<file path="src/hw/pvic_pkg.sv">
package pvic_pkg;
   // ---------------------------------------------------------------
   // sizes
   // ---------------------------------------------------------------
   localparam int NSRC = 82;
   localparam int SRC_W = 7;
   localparam int BASE_W = 14;
   localparam int VADDR_W = 21;
   localparam int FLO_W = 16;
   localparam int FHI_W = 5;
   localparam int AXI_AW = 8;
   localparam int NPRI_REG = 10;
   localparam int SRC_PER_REG = 8;
   localparam int FIELD_W = 4;
   localparam int FIX_FIRST = 80;
   localparam int EXT_A_SRC = 2;
   localparam int EXT_B_SRC = 3;
   localparam int NPEND = 6;
   localparam int PEND_W = 16;
   localparam int NCFG = 17;
   localparam int NEV = 3;
   // ---------------------------------------------------------------
   // register indices, byte address is index times four
   // ---------------------------------------------------------------
   localparam logic [4:0] IDX_PRI0 = 5'h00;
   localparam logic [4:0] IDX_VBASE = 5'h0A;
   localparam logic [4:0] IDX_FM0 = 5'h0B;
   localparam logic [4:0] IDX_FLO0 = 5'h0C;
   localparam logic [4:0] IDX_FHI0 = 5'h0D;
   localparam logic [4:0] IDX_FM1 = 5'h0E;
   localparam logic [4:0] IDX_FLO1 = 5'h0F;
   localparam logic [4:0] IDX_FHI1 = 5'h10;
   localparam logic [4:0] IDX_PEND0 = 5'h11;
   localparam logic [4:0] IDX_PEND5 = 5'h16;
   localparam logic [4:0] IDX_CTRL = 5'h18;
   localparam logic [4:0] IDX_STAT = 5'h19;
   localparam logic [4:0] IDX_MASK = 5'h1A;
   // ---------------------------------------------------------------
   // field layouts and reset values
   // ---------------------------------------------------------------
   localparam logic [31:0] MSK_PRI = 32'h77777777;
   localparam logic [31:0] MSK_VBASE = 32'h00003FFF;
   localparam logic [31:0] MSK_FM = 32'h0000007F;
   localparam logic [31:0] MSK_FLO = 32'h0000FFFF;
   localparam logic [31:0] MSK_FHI = 32'h0000001F;
   localparam logic [31:0] CFG_RST = 32'h00000000;
   localparam logic [BASE_W-1:0] VBASE_RST = 14'h0000;
   localparam logic [1:0] FIX_LVL = 2'h3;
   localparam logic [1:0] FAST_LVL = 2'h2;
   localparam int CTL_LVL_LO = 2;
   localparam int EV_ACK = 0;
   localparam int EV_FAST = 1;
   localparam int EV_WAKE = 2;
   localparam logic [1:0] RESP_OKAY = 2'h0;
   localparam logic [1:0] RESP_SLVERR = 2'h2;
   // ---------------------------------------------------------------
   // carriers
   // ---------------------------------------------------------------
   typedef struct packed {
      logic en;
      logic [1:0] lvl;
   } pvic_pri_s;
   typedef struct packed {
      logic [VADDR_W-1:0] addr;
      logic fast;
      logic [SRC_W-1:0] src;
      logic [1:0] lvl;
   } pvic_vec_s;
endpackage : pvic_pkg

</file>
<file path="src/hw/pvic_top.sv">
// Chosen here: the AXI4-Lite interface to the registers and the register offsets.
`timescale 1ns/10ps
module pvic_top (
   input wire logic aclk,
   input wire logic aresetn,
   input wire logic [pvic_pkg::AXI_AW-1:0] s_axi_awaddr,
   input wire logic s_axi_awvalid,
   output logic s_axi_awready,
   input wire logic [31:0] s_axi_wdata,
   input wire logic [3:0] s_axi_wstrb,
   input wire logic s_axi_wvalid,
   output logic s_axi_wready,
   output logic [1:0] s_axi_bresp,
   output logic s_axi_bvalid,
   input wire logic s_axi_bready,
   input wire logic [pvic_pkg::AXI_AW-1:0] s_axi_araddr,
   input wire logic s_axi_arvalid,
   output logic s_axi_arready,
   output logic [31:0] s_axi_rdata,
   output logic [1:0] s_axi_rresp,
   output logic s_axi_rvalid,
   input wire logic s_axi_rready,
   input wire logic [pvic_pkg::NSRC-1:0] irq_src,
   input wire logic external_request_a_n,
   input wire logic external_request_b_n,
   input wire logic [1:0] core_status_word_mask,
   input wire logic core_ack,
   input wire logic core_return,
   input wire logic low_power,
   output logic core_irq_req,
   output pvic_pkg::pvic_vec_s vector_out,
   output logic boot_addr_drive,
   output logic [1:0] current_level_code,
   output logic wake_req,
   output logic irq
);
   import pvic_pkg::*;

   // ---------------------------------------------------------------
   // register storage
   // ---------------------------------------------------------------
   logic [31:0] cfg_ff [NCFG];
   logic [1:0] ctrl_ff;
   logic [NEV-1:0] stat_ff;
   logic [NEV-1:0] mask_ff;
   logic [3:0] isv_ff;
   logic boot_ff;
   logic [1:0] ext_prev_ff;
   logic [1:0] ext_latch_ff;
   logic [NSRC-1:0] snap_en_ff;
   logic wake_ff;
   logic irq_req_ff;
   pvic_vec_s vec_ff;
   // bus state
   logic aw_have_ff;
   logic w_have_ff;
   logic [AXI_AW-1:0] aw_addr_ff;
   logic [31:0] wdata_ff;
   logic [3:0] wstrb_ff;
   logic bvalid_ff;
   logic [1:0] bresp_ff;
   logic rvalid_ff;
   logic [31:0] rdata_ff;
   logic [1:0] rresp_ff;

   function automatic logic [31:0] cfg_mask(input int j);
      if (j < NPRI_REG) begin
         return MSK_PRI;
      end
      case (j)
         int'(IDX_VBASE): return MSK_VBASE;
         int'(IDX_FM0), int'(IDX_FM1): return MSK_FM;
         int'(IDX_FLO0), int'(IDX_FLO1): return MSK_FLO;
         default: return MSK_FHI;
      endcase
   endfunction : cfg_mask

   function automatic logic [31:0] merge(input logic [31:0] old, input logic [31:0] d,
                                         input logic [3:0] be);
      logic [31:0] r;
      r = old;
      for (int b = 0; b < 4; b++) begin
         if (be[b]) begin
            r[b*8 +: 8] = d[b*8 +: 8];
         end
      end
      return r;
   endfunction : merge

   function automatic logic [SRC_W-1:0] lowest(input logic [NSRC-1:0] v);
      logic [SRC_W-1:0] r;
      r = '0;
      for (int k = NSRC - 1; k >= 0; k--) begin
         if (v[k]) begin
            r = SRC_W'(k);
         end
      end
      return r;
   endfunction : lowest

   function automatic logic mapped(input logic [AXI_AW-1:0] a);
      logic [4:0] ix;
      ix = a[6:2];
      return !a[7] && (ix <= IDX_PEND5 || ix == IDX_CTRL || ix == IDX_STAT || ix == IDX_MASK);
   endfunction : mapped

   // ---------------------------------------------------------------
   // external request lines
   // ---------------------------------------------------------------
   wire [1:0] ext_low = ~{external_request_b_n, external_request_a_n};
   wire [1:0] ext_fall = ext_low & ~ext_prev_ff;
   wire [1:0] edge_sel = ctrl_ff & {2{~low_power}};
   wire [1:0] ext_req = (edge_sel & ext_latch_ff) | (~edge_sel & ext_low);
   wire [1:0] ext_clr = {2{core_ack & ~boot_ff}}
                        & {vec_ff.src == SRC_W'(EXT_B_SRC), vec_ff.src == SRC_W'(EXT_A_SRC)};
   // set wins over the clear from a taken vector
   wire [1:0] nxt_ext_latch = (ext_latch_ff & ~ext_clr) | (ext_fall & ctrl_ff);

   // ---------------------------------------------------------------
   // per source priority and level split
   // ---------------------------------------------------------------
   pvic_pri_s pri [NSRC];
   logic [NSRC-1:0] req;
   logic [NSRC-1:0] src_en;
   logic [NSRC-1:0] lvl_req [4];

   for (genvar i = 0; i < NSRC; i++) begin : g_src
      if (i < FIX_FIRST) begin : g_prog
         assign pri[i] = pvic_pri_s'(cfg_ff[i / SRC_PER_REG][(i % SRC_PER_REG) * FIELD_W +: 3]);
      end else begin : g_fix
         assign pri[i] = '{en: 1'b1, lvl: FIX_LVL};
      end
      if (i == EXT_A_SRC) begin : g_ea
         assign req[i] = ext_req[0];
      end else if (i == EXT_B_SRC) begin : g_eb
         assign req[i] = ext_req[1];
      end else begin : g_plain
         assign req[i] = irq_src[i];
      end
      assign src_en[i] = pri[i].en;
      for (genvar l = 0; l < 4; l++) begin : g_lvl
         assign lvl_req[l][i] = req[i] & pri[i].en & (pri[i].lvl == 2'(l));
      end
   end

   // ---------------------------------------------------------------
   // arbitration
   // ---------------------------------------------------------------
   logic [1:0] win_lvl;
   logic win_any;
   always_comb begin
      win_lvl = 2'h0;
      win_any = 1'b0;
      for (int l = 0; l < 4; l++) begin
         if (|lvl_req[l]) begin
            win_lvl = 2'(l);
            win_any = 1'b1;
         end
      end
   end

   wire [SRC_W-1:0] win_src = lowest(lvl_req[win_lvl]);
   wire [1:0] cur_code = (isv_ff[3] | isv_ff[2]) ? 2'h3 : isv_ff[1] ? 2'h2 :
                         isv_ff[0] ? 2'h1 : 2'h0;
   wire lvl_ok = (win_lvl >= core_status_word_mask)
                 && (win_lvl >= cur_code);
   wire fast0 = (win_lvl == FAST_LVL) && (win_src == cfg_ff[IDX_FM0][SRC_W-1:0]);
   wire fast1 = (win_lvl == FAST_LVL) && (win_src == cfg_ff[IDX_FM1][SRC_W-1:0]);
   wire [BASE_W-1:0] vbase = cfg_ff[IDX_VBASE][BASE_W-1:0];
   wire [VADDR_W-1:0] fast0_addr = {cfg_ff[IDX_FHI0][FHI_W-1:0], cfg_ff[IDX_FLO0][FLO_W-1:0]};
   wire [VADDR_W-1:0] fast1_addr = {cfg_ff[IDX_FHI1][FHI_W-1:0], cfg_ff[IDX_FLO1][FLO_W-1:0]};
   wire [VADDR_W-1:0] sel_addr = boot_ff ? {vbase, SRC_W'(0)} :
                                 fast0 ? fast0_addr :
                                 fast1 ? fast1_addr : {vbase, win_src};
   wire pvic_vec_s nxt_vec = '{addr: sel_addr, fast: ~boot_ff & (fast0 | fast1),
                               src: win_src, lvl: win_lvl};
   wire nxt_irq_req = win_any & lvl_ok & ~boot_ff;
   wire nxt_wake = low_power & |(req & src_en & snap_en_ff);

   // in-service levels: a return retires the highest, a taken vector marks its level
   wire [3:0] ret_clr = ~core_return ? 4'h0 : isv_ff[3] ? 4'h8 : isv_ff[2] ? 4'h4 :
                        isv_ff[1] ? 4'h2 : isv_ff[0] ? 4'h1 : 4'h0;
   wire [3:0] ack_set = (core_ack & ~boot_ff) ? (4'h1 << vec_ff.lvl) : 4'h0;
   wire [3:0] nxt_isv = (isv_ff & ~ret_clr) | ack_set;

   wire [NEV-1:0] ev;
   assign ev[EV_ACK] = core_ack & ~boot_ff;
   assign ev[EV_FAST] = core_ack & ~boot_ff & vec_ff.fast;
   assign ev[EV_WAKE] = nxt_wake & ~wake_ff;

   // ---------------------------------------------------------------
   // bus decode
   // ---------------------------------------------------------------
   wire wr_fire = aw_have_ff & w_have_ff & ~bvalid_ff;
   wire [4:0] wr_idx = aw_addr_ff[6:2];
   wire wr_ok = mapped(aw_addr_ff);
   wire [31:0] wr_word = merge(32'h0, wdata_ff, wstrb_ff);
   wire stat_wr = wr_fire & wr_ok & (wr_idx == IDX_STAT);
   wire [NEV-1:0] nxt_stat = (stat_ff & ~(stat_wr ? wr_word[NEV-1:0] : '0)) | ev;
   wire ar_fire = s_axi_arvalid & ~rvalid_ff;
   wire [4:0] rd_idx = s_axi_araddr[6:2];
   wire [NPEND*PEND_W-1:0] pend_all = {(NPEND*PEND_W - NSRC)'(0), req};
   wire [4:0] pend_k = rd_idx - IDX_PEND0;
   logic [31:0] rd_word;
   always_comb begin
      rd_word = 32'h0;
      if (rd_idx < 5'(NCFG)) begin
         rd_word = cfg_ff[rd_idx];
      end else if (rd_idx <= IDX_PEND5) begin
         rd_word = {16'h0, pend_all[pend_k * PEND_W +: PEND_W]};
      end else if (rd_idx == IDX_CTRL) begin
         rd_word = {28'h0, cur_code, ctrl_ff};
      end else if (rd_idx == IDX_STAT) begin
         rd_word = {(32 - NEV)'(0), stat_ff};
      end else if (rd_idx == IDX_MASK) begin
         rd_word = {(32 - NEV)'(0), mask_ff};
      end
   end

   // ---------------------------------------------------------------
   // bus slave
   // ---------------------------------------------------------------
   always_ff @(posedge aclk) begin
      if (!aresetn) begin
         aw_have_ff <= 1'b0;
         w_have_ff <= 1'b0;
         aw_addr_ff <= '0;
         wdata_ff <= 32'h0;
         wstrb_ff <= 4'h0;
         bvalid_ff <= 1'b0;
         bresp_ff <= RESP_OKAY;
         rvalid_ff <= 1'b0;
         rdata_ff <= 32'h0;
         rresp_ff <= RESP_OKAY;
      end else begin
         if (s_axi_awvalid && s_axi_awready) begin
            aw_have_ff <= 1'b1;
            aw_addr_ff <= s_axi_awaddr;
         end
         if (s_axi_wvalid && s_axi_wready) begin
            w_have_ff <= 1'b1;
            wdata_ff <= s_axi_wdata;
            wstrb_ff <= s_axi_wstrb;
         end
         if (wr_fire) begin
            aw_have_ff <= 1'b0;
            w_have_ff <= 1'b0;
            bvalid_ff <= 1'b1;
            bresp_ff <= wr_ok ? RESP_OKAY : RESP_SLVERR;
         end else if (s_axi_bready) begin
            bvalid_ff <= 1'b0;
         end
         if (ar_fire) begin
            rvalid_ff <= 1'b1;
            rdata_ff <= mapped(s_axi_araddr) ? rd_word : 32'h0;
            rresp_ff <= mapped(s_axi_araddr) ? RESP_OKAY : RESP_SLVERR;
         end else if (s_axi_rready) begin
            rvalid_ff <= 1'b0;
         end
      end
   end

   // ---------------------------------------------------------------
   // configuration registers
   // ---------------------------------------------------------------
   always_ff @(posedge aclk) begin
      if (!aresetn) begin
         for (int j = 0; j < NCFG; j++) begin
            cfg_ff[j] <= (j == int'(IDX_VBASE)) ? 32'(VBASE_RST) : CFG_RST;
         end
         ctrl_ff <= 2'h0;
         mask_ff <= '0;
         stat_ff <= '0;
      end else begin
         for (int j = 0; j < NCFG; j++) begin
            if (wr_fire && wr_ok && wr_idx == 5'(j)) begin
               cfg_ff[j] <= merge(cfg_ff[j], wdata_ff, wstrb_ff) & cfg_mask(j);
            end
         end
         if (wr_fire && wr_ok && wr_idx == IDX_CTRL) begin
            ctrl_ff <= merge({30'h0, ctrl_ff}, wdata_ff, wstrb_ff) [CTL_LVL_LO-1:0];
         end
         if (wr_fire && wr_ok && wr_idx == IDX_MASK) begin
            mask_ff <= merge({(32 - NEV)'(0), mask_ff}, wdata_ff, wstrb_ff) [NEV-1:0];
         end
         stat_ff <= nxt_stat;
      end
   end

   // ---------------------------------------------------------------
   // arbiter state and outputs
   // ---------------------------------------------------------------
   always_ff @(posedge aclk) begin
      if (!aresetn) begin
         boot_ff <= 1'b1;
         isv_ff <= 4'h0;
         ext_prev_ff <= 2'h0;
         ext_latch_ff <= 2'h0;
         snap_en_ff <= '0;
         wake_ff <= 1'b0;
         irq_req_ff <= 1'b0;
         vec_ff <= '0;
      end else begin
         if (core_ack) begin
            boot_ff <= 1'b0;
         end
         isv_ff <= nxt_isv;
         ext_prev_ff <= ext_low;
         ext_latch_ff <= nxt_ext_latch;
         if (!low_power) begin
            snap_en_ff <= src_en;
         end
         wake_ff <= nxt_wake;
         irq_req_ff <= nxt_irq_req;
         vec_ff <= nxt_vec;
      end
   end

   assign s_axi_awready = ~aw_have_ff & ~bvalid_ff;
   assign s_axi_wready = ~w_have_ff & ~bvalid_ff;
   assign s_axi_bvalid = bvalid_ff;
   assign s_axi_bresp = bresp_ff;
   assign s_axi_arready = ~rvalid_ff;
   assign s_axi_rvalid = rvalid_ff;
   assign s_axi_rdata = rdata_ff;
   assign s_axi_rresp = rresp_ff;
   assign core_irq_req = irq_req_ff;
   assign vector_out = vec_ff;
   assign boot_addr_drive = boot_ff;
   assign current_level_code = cur_code;
   assign wake_req = wake_ff;
   assign irq = |(stat_ff & mask_ff);
endmodule : pvic_top

</file>
<file path="config.mk">
export PLATFORM = sky130hd
export DESIGN_NAME = pvic_top
export DESIGN_NICKNAME = d
export VERILOG_FILES = /design/src/hw/pvic_pkg.sv /design/src/hw/pvic_top.sv
export SDC_FILE = /design/constraint.sdc
export NUM_CORES = 2
export LEC_CHECK = 0
export BUFFER_PORTS_ARGS = -buffer_cell sky130_fd_sc_hd__buf_2
export CAP_MARGIN = 20
export CORE_MARGIN = 5
export CORE_UTILIZATION = 50
export CTS_BUF_LIST = sky130_fd_sc_hd__clkbuf_16
export CTS_CLUSTER_DIAMETER = 200
export DETAILED_ROUTE_END_ITERATION = 12
export PLACE_DENSITY = 0.68
export SYNTH_ARGS = -nofsm -noshare
export SYNTH_HDL_FRONTEND = slang
export SYNTH_SLANG_ARGS = --single-unit
</file>
<file path="constraint.sdc">
create_clock -name aclk -period 7.23 [get_ports aclk]
set_clock_uncertainty 0.2 [all_clocks]
set_input_delay 1.0845 -clock aclk [delete_from_list [all_inputs] [get_ports aclk]]
set_output_delay 1.0845 -clock aclk [all_outputs]
set_load 0.1 [all_outputs]
</file>
==> reports/qor.yml <==
crit_required_ns: 7.54
gp_congestion: 1.20
p_clk_share_pct: 36.5
overflow_left_after_global_routing: 0
rows: 89
worst_skew_pair.late_latency_ns: 0.64
critPathLaunchType: "input pin"
grt_first_pass_wirelength_mm: 233
route.met2.wl_mm: 66.7
cts.sinks: 513
synthXorXnorAreaFrac_pct: 0.176
number_of_buffers_on_the_longest_clock_path: 3
slew_viol_final: 0
avgSynthCellArea_um2: 9.97
final.period_utilization_pct: 98.1
synth_simple_gate_area_share_pct: 24.5
dieWidth_um: 255
vias_per_cell: 7.55
total_switching_power_mw: 2.56
power_report.internal_total_mw: 5.31
dominantRegCellSynth: "edfxtp_1"
synth-compound-area-share_pct: 16.3
met3_wirelength_mm: 32.0
final_layout_worst_hold_slack_ns: 0.260
setup_violations: 0
grt_setup_unrepaired: "false"
largest_delay_contributor_family_on_the_critical_path: "simple AND/OR/NAND/NOR gates"
nNetsFinal: 3732
synth_fa_ha_area_share_pct: 0.368
run_status: "finished clean"
syn2layout_area_growth_pct: 23.5
first_iter_violations: 6484
io_pins: 226
dominant_combinational_cell_family_by_area_after_synthesis: "simple AND/OR/NAND/NOR gates"
p_comb_share_pct: 19.9
async_reset_ff_share_pct: 0
route.top_layer_used: "met5"
share_seq_of_total_power_pct: 43.6
synth.cell_area_um2: 29900
syn-instance-count: 3001
path_cells: "buf_2, nand4b_1, o2111ai_1, nor4_1, nand4_1, buf_4, nor4_4, inv_2, buf_4, buf_12, or4_1, a31oi_1, buf_4, nor4_1, buf_4, nand3_1, o221ai_1, nor4b_1, o2111ai_1, or4_1, or3_1, buf_4, a41oi_1, o21ai_0"
register_area_um2: 13400
route.final.wire_length_mm: 173
multi_input_comb_area_um2: 15600
start_util_pct: 50.6
finalWorstPathRequiredPeriod_ns: 7.09
drt-met1-wl_mm: 57.4
ctsRootBufferMaster: "clkbuf_16"
crit_slowest_cell: "or4_1"
layout-drive-gt1-share_pct: 25.5
seq_cells_post_synth: 513
cpPeakStageDelay_ns: 0.65
fp.dieArea_um2: 64800
num-fill-cells: 4697
cts_hold_buffers: 0
portBuffers: 209
core_region_area_um2: 59100
ys_seq_area_share_pct: 44.7
dp_hpwl_mm: 138
drcViolationCount: 0
maximum_number_of_pins_on_one_net_before_global_route_repair: 78
start_to_end_type_of_the_worst_setup_path: "in -> reg"
worst-endpoint-arrival_ns: 7.40
power.switching_fraction_pct: 32.5
cts_buffers: 54
synth_edf_count: 310
routed_wire_length_per_instance_um: 39.3
die_h_um: 255
cp_num_buf_inv: 8
endpoint_kind: "flop"
clock_tree.htree_level_count: 2
synth.lib_cells_used.distinct: 108
report.power.total_mw: 7.87
cts_tree: "done"
synthMuxAreaShare_pct: 10.5
antenna_violations_before_repair: 21
synthesis.yosys.warnings: 0
firstDrtPassIters: 10
cap_violations: 0
power_density_nw_per_um2: 213
critPathMostFrequentCell: "buf_4"
max_freq_mhz: 141
cellLeakagePower_nw: 14.5
hold_viol: 0
maxSlewHeadroom_pct: 10.4
worst_pin_slew_ns: 1.34
timing.hold.worst.class: "reg -> reg"
global_route.usage.total_pct: 51.4
clkTransAtPathRegs_ns: 0.06
drtAntennaViolNets: 0
vdd.ir_drop.worst_uv: 372
vias: 33200
path_max_fanout: 19
via_count_of_the_first_global_routing_pass: 30300
## state kept, by name (all words and copies together) (netlist names)
signal	flops
s_axi_bvalid	1
s_axi_rdata	28
cfg_ff	310
core_irq_req	1
ctrl_ff	2
wdata_ff	28
snap_en_ff	81
mask_ff	3
boot_addr_drive	1
aw_have_ff	1
w_have_ff	1
wake_req	1
ext_latch_ff	2
ext_prev_ff	2
wstrb_ff	4
vector_out	31
aw_addr_ff	6
s_axi_rvalid	1
stat_ff	3
s_axi_rresp	1
s_axi_bresp	1
isv_ff	4
## power by group through the flow
stage,logic [mW],clock network (mW),registers [mW]
floorplan,0.663,0,3.52
global placement,1.44,0,3.46
detailed placement,1.46,0,3.47
CTS,1.47,2.83,3.41
global route,1.58,2.97,3.43
finish,1.57,2.87,3.43
## worst paths after layout
path	slack [ns]	endpoint	from	depth (start not counted)
min	0.26	wdata_ff[15]$_SDFFE_PN0P_	wdata_ff[15]$_SDFFE_PN0P_	2
max	0.14	vector_out[27]$_SDFF_PN0_	irq_src[19]	24
max reg2reg	0.16	vector_out[27]$_SDFF_PN0_	cfg_ff[4][30]$_SDFFCE_PP0P_	23
min reg2reg	0.26	wdata_ff[15]$_SDFFE_PN0P_	wdata_ff[15]$_SDFFE_PN0P_	2
## Yosys cell counts, types with 50 or more instances
library cell | n | area share [%]
nand2_1 | 220 | 2.8
mux4_2 | 69 | 5.2
o211ai_1 | 57 | 1.4
clkbuf_1 | 114 | 1.4
nor2_1 | 297 | 3.7
dfxtp_1 | 203 | 14
a21oi_1 | 119 | 2.0
mux2i_1 | 146 | 4.9
edfxtp_1 | 310 | 31
nand3_1 | 146 | 2.4
inv_1 | 64 | 0.80
o21ai_0 | 101 | 1.7
nand4_1 | 103 | 2.2
nand4b_1 | 111 | 3.3
nor4_1 | 50 | 1.0
nor3_1 | 97 | 1.6
## through the flow
stage,TNS [ns],std cells,setup WS (ns),util (%),cell area (um2)
floorplan,0,3006,0.996,-,29900
global placement,-6.85,4281,-0.400,59.0,34900
detailed placement,-6.84,4284,-0.399,59.1,34900
CTS,0,4385,0.164,62.1,36700
global route,0,4394,0.0338,62.4,36900
finish,0,4404,0.140,62.5,36900
## area by class of cell
cell class,instances,area share (%)
Antenna cell,10,0.0678
Multi-Input combinational cell,2251,42.3
Inverter,66,0.684
Clock inverter,47,1.18
Clock buffer,54,3.66
Sequential cell,513,36.2
Timing Repair Buffer,690,13.3
Tap cell,773,2.62
## repair_timing
| action | CTS | global route |
|---|---|---|
| endpoints found under the setup margin | 0 | 19 |
| resized for setup | 0 | 9 |
| buffers inserted | 0 | 2 |
## layer usage
metal  track usage [%]  vias up
met5              1.47        -
met4              33.1       28
met3              27.4      923
met2              70.6     3399
met1              62.7    15900
li1                  -    13000
## cell usage in the layout (no fill, tap or decap), types with 14 or more instances in the layout
master	instances
and2_1	37
o21a_1	31
a32oi_1	19
nor3_1	95
dfxtp_1	203
mux2i_1	146
nand4_1	103
a22oi_1	31
buf_12	14
nand4b_1	111
nand2_1	220
nand3b_1	24
nand2b_1	33
nor2b_1	28
or4_1	45
buf_2	207
and4b_1	15
nand3_1	146
nor4_1	44
inv_1	73
o21ai_0	100
o211ai_1	57
or3_1	23
clkbuf_16	54
and3_1	44
a41oi_1	17
a31oi_1	30
o2111ai_1	38
edfxtp_1	310
o32ai_1	17
nor2_1	295
a211oi_1	22
o22ai_1	22
buf_4	461
o41ai_1	14
mux4_2	69
a21oi_1	119
## cell families (layout without fill, tap and decap cells)
logic type	after synthesis	in the layout
AOI/OAI and AO/OA	677	677
xor gates and xnor gates	6	6
adders and majority gates	9	9
buffers and inverters	242	857
DFF	513	513
muxes	225	225
other	1	16
and+or+nand+nor	1328	1328
## worst register-to-register path, cell delays in order, from the launching register on
cell	delay (ns)
edfxtp_1	0.51
nand4b_1	0.42
o2111ai_1	0.31
nor4_1	0.47
nand4_1	0.15
buf_4	0.19
nor4_4	0.29
inv_2	0.23
buf_4	0.30
buf_12	0.19
or4_1	0.47
a31oi_1	0.30
buf_4	0.22
nor4_1	0.09
buf_4	0.16
nand3_1	0.14
o221ai_1	0.13
nor4b_1	0.30
o2111ai_1	0.18
or4_1	0.65
or3_1	0.49
buf_4	0.23
a41oi_1	0.25
o21ai_0	0.11
(Power assumes the default switching activity.)
